[config.mk]
export PLATFORM = sky130hd
export DESIGN_NAME = startup_cal
export DESIGN_NICKNAME = d
export VERILOG_FILES = /design/src/hw/startup_cal_pkg.sv /design/src/hw/startup_cal.sv
export VERILOG_INCLUDE_DIRS = /design/src /design/src/hw
export SDC_FILE = /design/constraint.sdc
export NUM_CORES = 1
export LEC_CHECK = 0
export ABC_AREA = 1
export BUFFER_PORTS_ARGS = -buffer_cell sky130_fd_sc_hd__buf_2
export CORE_MARGIN = 1.5
export CORE_UTILIZATION = 35
export DETAILED_ROUTE_END_ITERATION = 16
export PLACE_DENSITY = 0.61
export SYNTH_ARGS = -nofsm -noshare
export SYNTH_HDL_FRONTEND = slang
export SYNTH_SLANG_ARGS = --single-unit
[constraint.sdc]
create_clock -name clk -period 2.1 [get_ports clk]
set_input_delay 0.315 -clock clk [delete_from_list [all_inputs] [get_ports clk]]
set_output_delay 0.315 -clock clk [all_outputs]
set_load 0.005 [all_outputs]
[src/hw/startup_cal_regs.svh]
// register map, field positions and timing counts of the startup calibration block
// Notes on behaviour
// - hot/cold adjust bytes are sign-magnitude, seven bits
// - auto-zero done after 3352 link clock cycles
// - done flag cleared by writing one
// - eleven-bit offset results per gain readable
// - temperature outside limits raises calibration request
`ifndef STARTUP_CAL_REGS_SVH
`define STARTUP_CAL_REGS_SVH
`define OFS_COMPENSATION_CONTROL 8'ha0
`define OFS_COMP_STAT 8'ha2
`define OFS_VOFS 8'haa
`define OFS_TOFS 8'hd0
`define OFS_TGAIN 8'hd1
`define OFS_TEMP_MAX 8'hc0
`define OFS_TEMP_MIN 8'hc2
`define OFS_IRQ_STAT 8'hc4
`define OFS_IRQ_MASK 8'hc5
`define OFS_RESULT_BASE 8'hb0
`define OFS_ADJ_IN 8'hc6
`define OFS_ADJ_OUT 8'hc7
`define BIT_AZ_REQ 0
`define BIT_AZ_MASK 8
`define BIT_DONE 0
`define BIT_IRQ_DONE 0
`define BIT_IRQ_CAL 1
`define NUM_GAINS 8
`define AZ_CYCLES 3352
`define LINK_DIV 6'd48
`endif

[src/hw/startup_cal_pkg.sv]
// types shared by the startup calibration block
package startup_cal_pkg;
   typedef enum logic [1:0] {AZ_IDLE, AZ_RUN, AZ_DONE} az_state_e;
   typedef logic [10:0] result_t;
endpackage

[src/hw/startup_cal.sv]
// startup calibration: compensation registers, auto-zero sequencer, calibration limit interrupt
//
// The plain strobed port was chosen for this implementation.
`include "startup_cal_regs.svh"
`timescale 1ns/100ps
module startup_cal
(
   input wire logic clk,
   input wire logic reset,
   input wire logic [7:0] addr,
   input wire logic [15:0] wdata,
   input wire logic wr,
   input wire logic rd,
   output logic [15:0] rdata,
   input wire logic [15:0] temperature,
   input wire logic temperature_valid,
   input wire logic [10:0] amp_offset_measured,
   output logic autozero_active,
   output logic [7:0] voltage_offset_compensation,
   output logic [7:0] temperature_offset_compensation,
   output logic [7:0] temperature_gain_compensation,
   output logic irq
);
   ////////////////////////////////////////////////////////////////////////
   // signed view of a stored adjust byte, sign in bit 7
   function automatic logic [8:0] sm_to_twos(input logic [7:0] v);
      logic [8:0] mag;
      mag = {2'h0, v[6:0]};
      sm_to_twos = v[7] ? 9'((~mag) + 9'h001) : mag;
   endfunction

   function automatic logic hit(input logic [7:0] a, input logic [7:0] ofs);
      hit = (a == ofs);
   endfunction

   ////////////////////////////////////////////////////////////////////////
   // register state
   logic az_req_q, az_req_d;
   logic done_q, done_d;
   logic [7:0] vofs_q, vofs_d, tofs_q, tofs_d, tgain_q, tgain_d;
   logic [15:0] tmax_q, tmax_d, tmin_q, tmin_d;
   logic [1:0] ists_q, ists_d, imask_q, imask_d;
   logic [7:0] adj_q, adj_d;
   logic [15:0] rdata_q, rdata_d;
   startup_cal_pkg::result_t res_q [`NUM_GAINS];
   startup_cal_pkg::result_t res_d [`NUM_GAINS];
   startup_cal_pkg::az_state_e st_q, st_d;
   logic [11:0] cnt_q, cnt_d;
   logic [5:0] div_q, div_d;
   logic [2:0] gidx_q, gidx_d;
   logic done_evt;
   logic cal_evt;
   logic link_tick;

   ////////////////////////////////////////////////////////////////////////
   // divider models the 512 kHz die link clock as a tick from the 25 MHz clock
   // 25 MHz / 48 is about 521 kHz; the ratio is not integral, so timing runs slightly fast
   assign link_tick = (div_q == (`LINK_DIV - 6'd1));

   always_comb
   begin
      st_d = st_q;
      cnt_d = cnt_q;
      div_d = link_tick ? 6'h00 : 6'(div_q + 6'h01);
      gidx_d = gidx_q;
      done_evt = 1'b0;
      for (int i = 0; i < `NUM_GAINS; i++)
      begin
         res_d[i] = res_q[i];
      end
      case (st_q)
         startup_cal_pkg::AZ_IDLE:
         begin
            cnt_d = 12'h000;
            gidx_d = 3'h0;
            if (az_req_q)
            begin
               st_d = startup_cal_pkg::AZ_RUN;
            end
         end
         startup_cal_pkg::AZ_RUN:
         begin
            if (link_tick)
            begin
               cnt_d = 12'(cnt_q + 12'h001);
               // spread one measurement per gain across the sequence: ticks 0, 512 .. 3072 fill gains 0..6
               if (cnt_q[8:0] == 9'h000)
               begin
                  res_d[gidx_q] = amp_offset_measured;
                  gidx_d = 3'(gidx_q + 3'h1);
               end
               if (cnt_q == 12'(`AZ_CYCLES - 1))
               begin
                  res_d[`NUM_GAINS - 1] = amp_offset_measured;
                  st_d = startup_cal_pkg::AZ_DONE;
                  done_evt = 1'b1;
               end
            end
         end
         startup_cal_pkg::AZ_DONE:
         begin
            // wait for software to leave auto-zero mode before another run
            if (!az_req_q)
            begin
               st_d = startup_cal_pkg::AZ_IDLE;
            end
         end
         default:
         begin
            st_d = startup_cal_pkg::AZ_IDLE;
         end
      endcase
   end

   ////////////////////////////////////////////////////////////////////////
   // calibration request when temperature leaves the window
   assign cal_evt = temperature_valid && ((temperature > tmax_q) || (temperature < tmin_q));

   always_comb
   begin
      az_req_d = az_req_q;
      done_d = done_q;
      vofs_d = vofs_q;
      tofs_d = tofs_q;
      tgain_d = tgain_q;
      tmax_d = tmax_q;
      tmin_d = tmin_q;
      ists_d = ists_q;
      imask_d = imask_q;
      adj_d = adj_q;
      // writes to offsets outside the map fall through and change nothing
      if (wr)
      begin
         // a write without the mask bit leaves the request alone
         if (hit(addr, `OFS_COMPENSATION_CONTROL) && wdata[`BIT_AZ_MASK])
         begin
            az_req_d = wdata[`BIT_AZ_REQ];
         end
         if (hit(addr, `OFS_COMP_STAT) && wdata[`BIT_DONE])
         begin
            done_d = 1'b0;
         end
         if (hit(addr, `OFS_VOFS))
         begin
            vofs_d = wdata[7:0];
         end
         if (hit(addr, `OFS_TOFS))
         begin
            tofs_d = wdata[7:0];
         end
         if (hit(addr, `OFS_TGAIN))
         begin
            tgain_d = wdata[7:0];
         end
         if (hit(addr, `OFS_TEMP_MAX))
         begin
            tmax_d = wdata;
         end
         if (hit(addr, `OFS_TEMP_MIN))
         begin
            tmin_d = wdata;
         end
         if (hit(addr, `OFS_IRQ_STAT))
         begin
            ists_d = ists_q & ~wdata[1:0];
         end
         if (hit(addr, `OFS_IRQ_MASK))
         begin
            imask_d = wdata[1:0];
         end
         if (hit(addr, `OFS_ADJ_IN))
         begin
            adj_d = wdata[7:0];
         end
      end
      // set wins over a clear in the same cycle, so no completion is ever lost
      if (done_evt)
      begin
         done_d = 1'b1;
      end
      ists_d[`BIT_IRQ_DONE] = ists_d[`BIT_IRQ_DONE] | done_evt;
      ists_d[`BIT_IRQ_CAL] = ists_d[`BIT_IRQ_CAL] | cal_evt;
   end

   ////////////////////////////////////////////////////////////////////////
   // read mux: reads have no side effects, flags clear only by explicit writes
   // unmapped offsets and idle cycles return zero
   always_comb
   begin
      rdata_d = 16'h0000;
      if (rd)
      begin
         if (hit(addr, `OFS_COMPENSATION_CONTROL))
         begin
            rdata_d = {15'h0000, az_req_q};
         end
         else if (hit(addr, `OFS_COMP_STAT))
         begin
            rdata_d = {15'h0000, done_q};
         end
         else if (hit(addr, `OFS_VOFS))
         begin
            rdata_d = {8'h00, vofs_q};
         end
         else if (hit(addr, `OFS_TOFS))
         begin
            rdata_d = {8'h00, tofs_q};
         end
         else if (hit(addr, `OFS_TGAIN))
         begin
            rdata_d = {8'h00, tgain_q};
         end
         else if (hit(addr, `OFS_TEMP_MAX))
         begin
            rdata_d = tmax_q;
         end
         else if (hit(addr, `OFS_TEMP_MIN))
         begin
            rdata_d = tmin_q;
         end
         else if (hit(addr, `OFS_IRQ_STAT))
         begin
            rdata_d = {14'h0000, ists_q};
         end
         else if (hit(addr, `OFS_IRQ_MASK))
         begin
            rdata_d = {14'h0000, imask_q};
         end
         else if (hit(addr, `OFS_ADJ_IN))
         begin
            rdata_d = {8'h00, adj_q};
         end
         else if (hit(addr, `OFS_ADJ_OUT))
         begin
            rdata_d = {7'h00, sm_to_twos(adj_q)};
         end
         else if ((addr >= `OFS_RESULT_BASE) && (addr < 8'(`OFS_RESULT_BASE + `NUM_GAINS)))
         begin
            rdata_d = {5'h00, res_q[addr[2:0]]};
         end
      end
   end

   ////////////////////////////////////////////////////////////////////////
   always_ff @(posedge clk)
   begin
      if (reset)
      begin
         st_q <= startup_cal_pkg::AZ_IDLE;
         cnt_q <= 12'h000;
         div_q <= 6'h00;
         gidx_q <= 3'h0;
         az_req_q <= 1'b0;
         done_q <= 1'b0;
         vofs_q <= 8'h00;
         tofs_q <= 8'h00;
         tgain_q <= 8'h00;
         tmax_q <= 16'hffff;
         tmin_q <= 16'h0000;
         ists_q <= 2'h0;
         imask_q <= 2'h0;
         adj_q <= 8'h00;
         rdata_q <= 16'h0000;
         for (int i = 0; i < `NUM_GAINS; i++)
         begin
            res_q[i] <= 11'h000;
         end
      end
      else
      begin
         st_q <= st_d;
         cnt_q <= cnt_d;
         div_q <= div_d;
         gidx_q <= gidx_d;
         az_req_q <= az_req_d;
         done_q <= done_d;
         vofs_q <= vofs_d;
         tofs_q <= tofs_d;
         tgain_q <= tgain_d;
         tmax_q <= tmax_d;
         tmin_q <= tmin_d;
         ists_q <= ists_d;
         imask_q <= imask_d;
         adj_q <= adj_d;
         rdata_q <= rdata_d;
         for (int i = 0; i < `NUM_GAINS; i++)
         begin
            res_q[i] <= res_d[i];
         end
      end
   end

   assign rdata = rdata_q;
   assign autozero_active = (st_q == startup_cal_pkg::AZ_RUN);
   assign voltage_offset_compensation = vofs_q;
   assign temperature_offset_compensation = tofs_q;
   assign temperature_gain_compensation = tgain_q;
   assign irq = |(ists_q & imask_q);
endmodule

==> results of run 1 <==
## flip-flops by register name (all words and copies together) (netlist names), 2 cells and up
name and flops:
res_q 88, ists_q 2, gidx_q 3, tmax_q 16
tmin_q 16, cnt_q 12, rdata 16, temperature_offset_compensation 8
temperature_gain_compensation 8, imask_q 2, voltage_offset_compensation 8, div_q 6
st_q 2, adj_q 8
## tightest hold or removal path, delay by kind of cell
family / cells / cell delay (ns)
AOI/OAI and AO/OA: 1 / 0.06
buffers and inverters: 1 / 0.08
and+or+nand+nor: 1 / 0.05
## layout make-up
| class | instances | area (um^2) | area share |
|---|---|---|---|
| Timing Repair Buffer | 157 | 967 | 0.0850 |
| Clock buffer | 18 | 439 | 0.0386 |
| Multi-Input combinational cell | 921 | 4670 | 0.411 |
| Sequential cell | 197 | 3950 | 0.347 |
| Timing Repair inverter | 1 | 7.51 | 0.000660 |
| Clock inverter | 14 | 144 | 0.0126 |
| Inverter | 204 | 771 | 0.0677 |
| Tap cell | 341 | 427 | 0.0375 |
## timing repair
item,4_1_cts,5_1_grt
gates cloned,1,1
resized for setup,10,65
setup buffers,1,4
pin swaps,0,11
endpoints found under the setup margin,55,90
## where the power goes
part	switching [uW]	internal, uW
sequential	9.69	3740
clock	1590	1700
combinational	367	181
## cell usage after synthesis, drive strengths merged
| library cell | n |
|---|---|
| a21oi | 190 |
| a31oi | 2 |
| buf | 25 |
| clkbuf | 38 |
| dfxtp | 197 |
| ha | 36 |
| inv | 204 |
| nand2 | 275 |
| nand3 | 65 |
| nand3b | 1 |
| nand4 | 21 |
| nor2 | 104 |
| nor3 | 11 |
| nor4 | 6 |
| o2111ai | 3 |
| o211ai | 16 |
| o21a | 2 |
| o21ai | 172 |
| o221ai | 1 |
| o22ai | 11 |
| o31a | 1 |
| or2 | 1 |
| xnor2 | 1 |
| xor2 | 2 |
## metrics by stage
step                      TNS (ns)   util
after floorplan                  0      -
after global placement      -0.498  0.395
after detailed placement     -4.12  0.395
after CTS                        0  0.418
after global routing         -3.12  0.423
final                            0  0.423
## worst paths after layout
path / cells past startpoint / slack (ns) / end / from
max: 11 / 0.07 / res_q[7][1]$_SDFFE_PP0P_ / div_q[0]$_SDFF_PP0_
min reg2reg: 2 / 0.45 / res_q[0][10]$_SDFFE_PP0P_ / res_q[0][10]$_SDFFE_PP0P_
max reg2reg: 11 / 0.07 / res_q[7][1]$_SDFFE_PP0P_ / div_q[0]$_SDFF_PP0_
min: 3 / 0.09 / tmax_q[14]$_SDFFE_PP1P_ / wdata[14]
## layer usage
layer | GRT usage | wire length, um | vias up
met1 | 0.275 | 13300 | 4321
met4 | 0.0675 | 580 | 0
li1 | - | - | 4763
met3 | 0.0301 | 1440 | 39
met5 | 0 | 0 | -
met2 | 0.342 | 13600 | 249
## kinds of logic (layout without fill, tap and decap cells)
family          Yosys count  after routing
simple gates            484            484
compound gates          398            398
buf+inv                 267            394
flops                   197            197
fa+ha+maj                36             36
xor+xnor                  3              3
==> impl_metrics.toml, run 1 <==
[routing]
ant_nets = 0
routedWlPerCell_um = 15.6
post_drt_via_cell_ratio = 5.06
drt_pass1_iterations = 5
drt_wl_total_um = 28900
drc = 0
vias = 9372
drtIter0Drc = 713

[flow_run]
max_cap_viol_count = 0

[floorplan]
die_w_um = 168
core_um2 = 26900
initial_core_util = 0.355
dieArea_um2 = 28300
ioPinCount = 98
num_rows = 60
die_h_um = 168

[sta]
hold_violations = 0
maxSlewHeadroom = 0.546
fin_crit_sh = 0.969
finalClockSkew_ns = 0.0120
setup_ws_ns = 0.0661
slew_violations = 0
rsz0062_at_grt = "yes"
setup_violations = 0
whs_ns = 0.0872
period_minus_slack_ns = 2.03
tightest_slew_ns = 0.674
clock.fmax_ghz = 0.492

[clock_tree]
clock-root-buffer = "clkbuf_16"
clk_pin_slew_worst_paths_ns = 0.08
cts_buffers = 17
clockBufferDepth = 2
tritoncts = "yes"
htreeDepth = 4
hold_buffers = 0
clk_latency_ns = 0.45
cts.sinks = 197

[global_routing]
antenna_found_initial = 1
grt_usage = 0.206
grt_first_pass_wirelength_um = 45800
grt_pass1_vias = 8621
grt_max_degree = 92
grt.overflow.total = 0

[synthesis]
ys_ff_latch = 197
avgSynthCellArea_um2 = 6.89
synth_area_um2 = 9550
synth_compound_gate_area_share = 0.217
synth_top_area_frac = 0.413
seq_area_frac_synth = 0.413
ys_warn_count = 0
synthMuxAreaShare = 0
synthSimpleGateAreaFrac = 0.211
synth_area_leader_cell = "dfxtp_1"
netlist_instances = 1385
synth-adder-area-share = 0.0472
synth.area.top_cells = "dfxtp_1 41%, nand2_1 11%, a21oi_1 10%"
synth_top_family_by_area = "compound AO/OA/AOI/OAI gates"
ys_types = 30
synth_fp_nets = 1477
synth_xor_area_frac = 0.00275

[finish]
drive_above_1_share = 0.146
stdcell_count = 1853
area_growth_syn_to_layout_pct = 19.2
nFillCells = 2799
fin_nets = 1591
final_common_cell = "nand2_1"
final_cell_mix = "271 x nand2_1, 199 x inv_1, 195 x dfxtp_1, 190 x a21oi_1, 132 x o21ai_0"
final_cell_area_um2 = 11400
num_antenna_cells = 0

[power_and_ir_drop]
total_power_uw = 7590
max-vdd-ir-drop_v = 0.000468
leakagePower_uw = 0.00475
cellPowerDensity_nw_per_um2 = 667

[setup_path]
endpoint_kind = "register"
cp.arrival_ns = 2.37
critPathLaunchType = "register"
required_ns = 2.43
crit_type = "reg2reg"
slowest_delay_ns = 0.37
path_max_fanout = 6
critical-path-top-delay-family = "simple AND/OR/NAND/NOR gates"
cp_slowest_cell = "dfxtp_4"
critPathBufInv = 2
crit_chain = "ha_4 > nand3_4 > nor3_4 > nand2_2 > nor4_4 > buf_6 > nand2_4 > nand2_8 > clkinvlp_4 > nor2_2 > nor2_1"

[hold_path]
worstHoldPathType = "in2reg"

[outcome]
outcome = "finished, final reports clean"

[place]
port_buffers = 97
placed_cells = 1814
routabilityCongestion = 0.858
pre_cts_slack_ns = -0.131
hpwl_um = 21000
placed_area_um2 = 10600
(Power assumes the default switching activity.)
==> inputs of run 2 (changes only) <==
--- a/config.mk
+++ b/config.mk
@@ -11,7 +11,8 @@
 export CORE_MARGIN = 1.5
 export CORE_UTILIZATION = 35
 export DETAILED_ROUTE_END_ITERATION = 16
-export PLACE_DENSITY = 0.61
+export PLACE_DENSITY_LB_ADDON = 0.05
+export SETUP_SLACK_MARGIN = 0.2
 export SYNTH_ARGS = -nofsm -noshare
 export SYNTH_HDL_FRONTEND = slang
 export SYNTH_SLANG_ARGS = --single-unit
==> impl_metrics.toml, run 2 (synthesis gave the netlist of run 1 again) <==
[power_and_ir_drop]
max-vdd-ir-drop_v = 0.000481
leakagePower_uw = 0.00494
cellPowerDensity_nw_per_um2 = 653

[sta]
period_minus_slack_ns = 1.96
tightest_slew_ns = 0.672
clock.fmax_ghz = 0.511
slew_violations = 0
setup_violations = 0
whs_ns = 0.0997
maxSlewHeadroom = 0.552
finalClockSkew_ns = 0.0181
rsz0062_at_grt = "yes"
fin_crit_sh = 0.932
hold_violations = 0

[global_routing]
grt_max_degree = 58
grt_first_pass_wirelength_um = 50000
antenna_found_initial = 0
grt_pass1_vias = 9028
grt.overflow.total = 0
grt_usage = 0.229

[routing]
routedWlPerCell_um = 16.9
drtIter0Drc = 537
drt_pass1_iterations = 5
vias = 9353
drt_wl_total_um = 31800
post_drt_via_cell_ratio = 4.99
ant_nets = 0
drc = 0

[flow_run]
max_cap_viol_count = 0

[finish]
drive_above_1_share = 0.188
num_antenna_cells = 0
final_cell_mix = "265 x nand2_1, 199 x inv_1, 194 x dfxtp_1, 178 x a21oi_1, 122 x o21ai_0"
fin_util = 0.440
largest_register_ffs = 88
area_growth_syn_to_layout_pct = 23.9
fin_nets = 1614
final_common_cell = "nand2_1"
largest-register = "res_q"

[clock_tree]
cts_buffers = 17
clock-root-buffer = "clkbuf_16"
clockBufferDepth = 2
htreeDepth = 4
tritoncts = "yes"
clk_pin_slew_worst_paths_ns = 0.08
clk_latency_ns = 0.45
hold_buffers = 0
cts.sinks = 197

[floorplan]
die_w_um = 168
die_h_um = 168
dieArea_um2 = 28300
num_rows = 60
ioPinCount = 98
core_um2 = 26900
initial_core_util = 0.355

[setup_path]
reg2reg_depth = 11
required_ns = 2.44
crit_type = "reg2reg"
path_max_fanout = 6
critPathLaunch = "div_q[0]$_SDFF_PP0_"
r2r_setup_slack_ns = 0.14
critPathCapture = "res_q[7][7]$_SDFFE_PP0P_"
timing.rr.start = "div_q[0]$_SDFF_PP0_"
cp.arrival_ns = 2.30
critPathLaunchType = "register"
endpoint_kind = "register"
r2r-end = "res_q[7][7]$_SDFFE_PP0P_"

[place]
routabilityCongestion = 0.877
hpwl_um = 22700
port_buffers = 97

[hold_path]
worstHoldPathType = "in2reg"

[outcome]
outcome = "finished, final reports clean"
-- run 2: cell types whose count changed in the layout (fill, tap and decap cells not counted), moves of 10 or more --
| cell | change |
|---|---|
| a21oi_1 | -12 |
| o21ai_1 | -13 |
| a21oi_2 | +12 |
| o21ai_2 | +22 |
| o21ai_0 | -10 |
| buf_4 | +13 |
-- run 2: routing by layer --
layer / vias to the layer above / routed length, um / track usage
li1: 4818 / - / -
met1: 4338 / 16000 / 0.321
met2: 167 / 14100 / 0.365
met3: 30 / 1140 / 0.0357
met4: 0 / 506 / 0.0644
met5: - / 0 / 0
-- run 2: worst min path at each step --
| stage | startpoint | to | cells past startpoint |
|---|---|---|---|
| 6_report | wdata[12] | tmax_q[12]$_SDFFE_PP1P_ | 3 |
| 5_1_grt | wdata[15] | tmax_q[15]$_SDFFE_PP1P_ | 3 |
| 4_1_cts | wdata[11] | tmax_q[11]$_SDFFE_PP1P_ | 3 |
| 3_5_place_dp | res_q[2][6]$_SDFFE_PP0P_ | res_q[2][6]$_SDFFE_PP0P_ | 2 |
| 3_3_place_gp | res_q[2][6]$_SDFFE_PP0P_ | res_q[2][6]$_SDFFE_PP0P_ | 2 |
| 2_1_floorplan | res_q[2][7]$_SDFFE_PP0P_ | res_q[2][7]$_SDFFE_PP0P_ | 2 |
-- run 2: critical path, cell delays in order (launching register included) --
cell        delay (ns)
dfxtp_2           0.36
ha_4              0.15
nand3_4           0.08
nor3_4            0.20
nand2_2           0.11
nor4_4            0.16
buf_6             0.16
nand2_2           0.06
nand2_4           0.11
clkinvlp_4        0.23
nor2_1            0.15
nor2_1            0.05
-- run 2: power breakdown --
group / switching (uW) / internal [uW]
combinational: 397 / 202
sequential: 8.80 / 3740
clock: 1750 / 1620
-- run 2: per-stage QoR --
step                      worst slack [ns]  cells  power [uW]  TNS, ns  instance area (um^2)
after floorplan                      0.208   1385        4120        0                  9550
after global placement              -0.120   1824        4400   -0.691                 10700
after detailed placement            -0.116   1824        4400    -2.31                 10700
after CTS                            0.158   1866        7800        0                 11500
after global routing               -0.0155   1876        8040  -0.0624                 11800
final                                0.143   1876        7720        0                 11800
-- run 2: timing repair --
item                       in CTS  in global routing
setup endpoints to repair      91                 93
buffers inserted                8                  8
cloned                          2                  2
gates resized for setup        30                116
pin swaps                       4                  6
-- run 2: final cells by class --
type | instances | area, um^2
Timing Repair inverter | 1 | 7.51
Timing Repair Buffer | 180 | 1210
Clock inverter | 15 | 174
Fill cell | 2846 | 15100
Multi-Input combinational cell | 921 | 4860
Clock buffer | 17 | 425
Tap cell | 341 | 427
Sequential cell | 197 | 3950
Inverter | 204 | 773
==> inputs of run 3 (changes only) <==
--- a/config.mk
+++ b/config.mk
@@ -6,7 +6,6 @@
 export SDC_FILE = /design/constraint.sdc
 export NUM_CORES = 1
 export LEC_CHECK = 0
-export ABC_AREA = 1
 export BUFFER_PORTS_ARGS = -buffer_cell sky130_fd_sc_hd__buf_2
 export CORE_MARGIN = 1.5
 export CORE_UTILIZATION = 35
==> impl_metrics.toml, run 3 <==
[floorplan]
dieArea_um2 = 28100
core_um2 = 26700
initial_core_util = 0.354
num_rows = 60
die_w_um = 167
die_h_um = 167
ioPinCount = 98

[routing]
vias = 8357
ant_nets = 0
drc = 0
routedWlPerCell_um = 19.9
drt_pass1_iterations = 5
drt_wl_total_um = 31700
post_drt_via_cell_ratio = 5.25
drtIter0Drc = 584

[clock_tree]
clk_latency_ns = 0.45
clk_pin_slew_worst_paths_ns = 0.09
cts.sinks = 197
hold_buffers = 0
cts_buffers = 17
htreeDepth = 4
tritoncts = "yes"
clock-root-buffer = "clkbuf_16"
clockBufferDepth = 2

[power_and_ir_drop]
leakagePower_uw = 0.00464
total_power_uw = 7710
max-vdd-ir-drop_v = 0.000506
cellPowerDensity_nw_per_um2 = 656

[synthesis]
synth.area.top_cells = "dfxtp_1 42%, nand2_1 7.5%, mux2i_1 7.1%"
synth_edf_count = 0
ys.flop_type = "dfxtp_1"
yosysMostFrequentCell = "dfxtp_1"
netlist_instances = 1113
synth_area_um2 = 9470
synth_common_cells = "197 x dfxtp_1, 188 x nand2_1, 120 x a21oi_1"
ys_types = 66
async_flop_share = 0
avgSynthCellArea_um2 = 8.51
synth_fp_nets = 1205
synth_area_leader_cell = "dfxtp_1"
synth_top_area_frac = 0.416
ys_warn_count = 0
ys_ff_latch = 197
seq_area_frac_synth = 0.416

[global_routing]
antenna_found_initial = 0
grt.overflow.total = 0
grt_pass1_vias = 8071
grt_first_pass_wirelength_um = 48000
grt_max_degree = 90
grt_usage = 0.224

[setup_path]
path_max_fanout = 9
cp.arrival_ns = 2.35
cp_slowest_cell = "or3b_4"
critPathLaunchType = "register"
endpoint_kind = "register"
crit_chain = "nor4_4 > and4b_2 > nand3_4 > buf_6 > or3b_4 > buf_8 > nand2_1 > a21oi_1"
slowest_delay_ns = 0.40
crit_type = "reg2reg"
required_ns = 2.42

[finish]
fin_nets = 1331
num_antenna_cells = 0
drive_above_1_share = 0.234
final_common_cell = "dfxtp_1"
area_growth_syn_to_layout_pct = 24.2
fin_util = 0.440
final_cell_mix = "186 x dfxtp_1, 184 x nand2_1, 117 x nor2_1, 117 x a21oi_1, 96 x buf_2"
largest_register_ffs = 88
largest-register = "res_q"

[sta]
slew_violations = 0
finalClockSkew_ns = 0.0218
fin_crit_sh = 0.969
clock.fmax_ghz = 0.492
period_minus_slack_ns = 2.03
maxSlewHeadroom = 0.440
hold_violations = 0
setup_ws_ns = 0.0660
setup_violations = 0
tightest_slew_ns = 0.829
rsz0062_at_grt = "yes"
fin_setup_tns_ns = 0

[place]
routabilityCongestion = 0.855
pre_cts_slack_ns = -0.156
port_buffers = 97
hpwl_um = 22300

[hold_path]
worstHoldPathType = "in2reg"

[outcome]
outcome = "finished, final reports clean"

[flow_run]
max_cap_viol_count = 0
## run 3: path summary, 6_finish.rpt
check / slack [ns] / end / from / depth (start not counted)
worst max-delay path: 0.07 / res_q[2][2]$_SDFFE_PP0P_ / cnt_q[3]$_SDFFE_PP0P_ / 8
worst min-delay path: 0.1 / tmax_q[12]$_SDFFE_PP1P_ / wdata[12] / 3
worst max register to register: 0.07 / res_q[2][2]$_SDFFE_PP0P_ / cnt_q[3]$_SDFFE_PP0P_ / 8
worst min register to register: 0.45 / div_q[0]$_SDFF_PP0_ / div_q[0]$_SDFF_PP0_ / 1
## run 3: cell families (layout without fill, tap and decap cells)
group | after synthesis | count (layout) | synth area share
compound gates | 218 | 218 | 0.137
xor+xnor | 13 | 13 | 0.0120
fa+ha+maj | 36 | 36 | 0.0476
buf+inv | 124 | 263 | 0.0536
flops | 197 | 197 | 0.416
mux | 90 | 90 | 0.124
simple gates | 435 | 435 | 0.209
## run 3: where the power goes
group,total [uW],internal (uW),leakage (uW),switching (uW)
Clock,3500,1660,0.000303,1840
Combinational,466,173,0.00274,293
Sequential,3750,3740,0.00159,9.48
Total,7710,5570,0.00464,2140
## run 3: what timing repair did
action                     CTS  global route
buffers inserted             2            10
setup endpoints to repair   89            93
gates resized for setup     15            60
pin swaps                    0            10
gates cloned                 1             3
## run 3: area by class of cell
cell class / count / area, um^2
Clock buffer: 17 / 425
Clock inverter: 15 / 201
Fill cell: 2694 / 15000
Inverter: 43 / 161
Multi-Input combinational cell: 792 / 5240
Sequential cell: 197 / 3960
Tap cell: 341 / 427
Timing Repair Buffer: 188 / 1350
## run 3: metrics by stage
stage	instance area (um^2)	hold WS, ns	std cells
floorplan	9530	0.404	1113
global placement	10800	0.418	1545
detailed placement	10800	0.419	1545
CTS	11400	0.0832	1580
global route	11800	0.110	1593
finish	11800	0.0954	1593
## run 3: worst max-delay path, delay by kind of cell (launching register included)
| kind | cells | cell delay (ns) |
|---|---|---|
| AOI/OAI and AO/OA | 1 | 0.06 |
| buffers and inverters | 2 | 0.30 |
| DFF | 1 | 0.37 |
| and+or+nand+nor | 5 | 1.17 |
## run 3: per-layer routing
| metal | GRT usage | routed length [um] | vias up |
|---|---|---|---|
| li1 | - | - | 4144 |
| met1 | 0.298 | 15000 | 3985 |
| met2 | 0.375 | 14900 | 195 |
| met3 | 0.0331 | 1160 | 33 |
| met4 | 0.0674 | 658 | 0 |
| met5 | 0 | 0 | - |
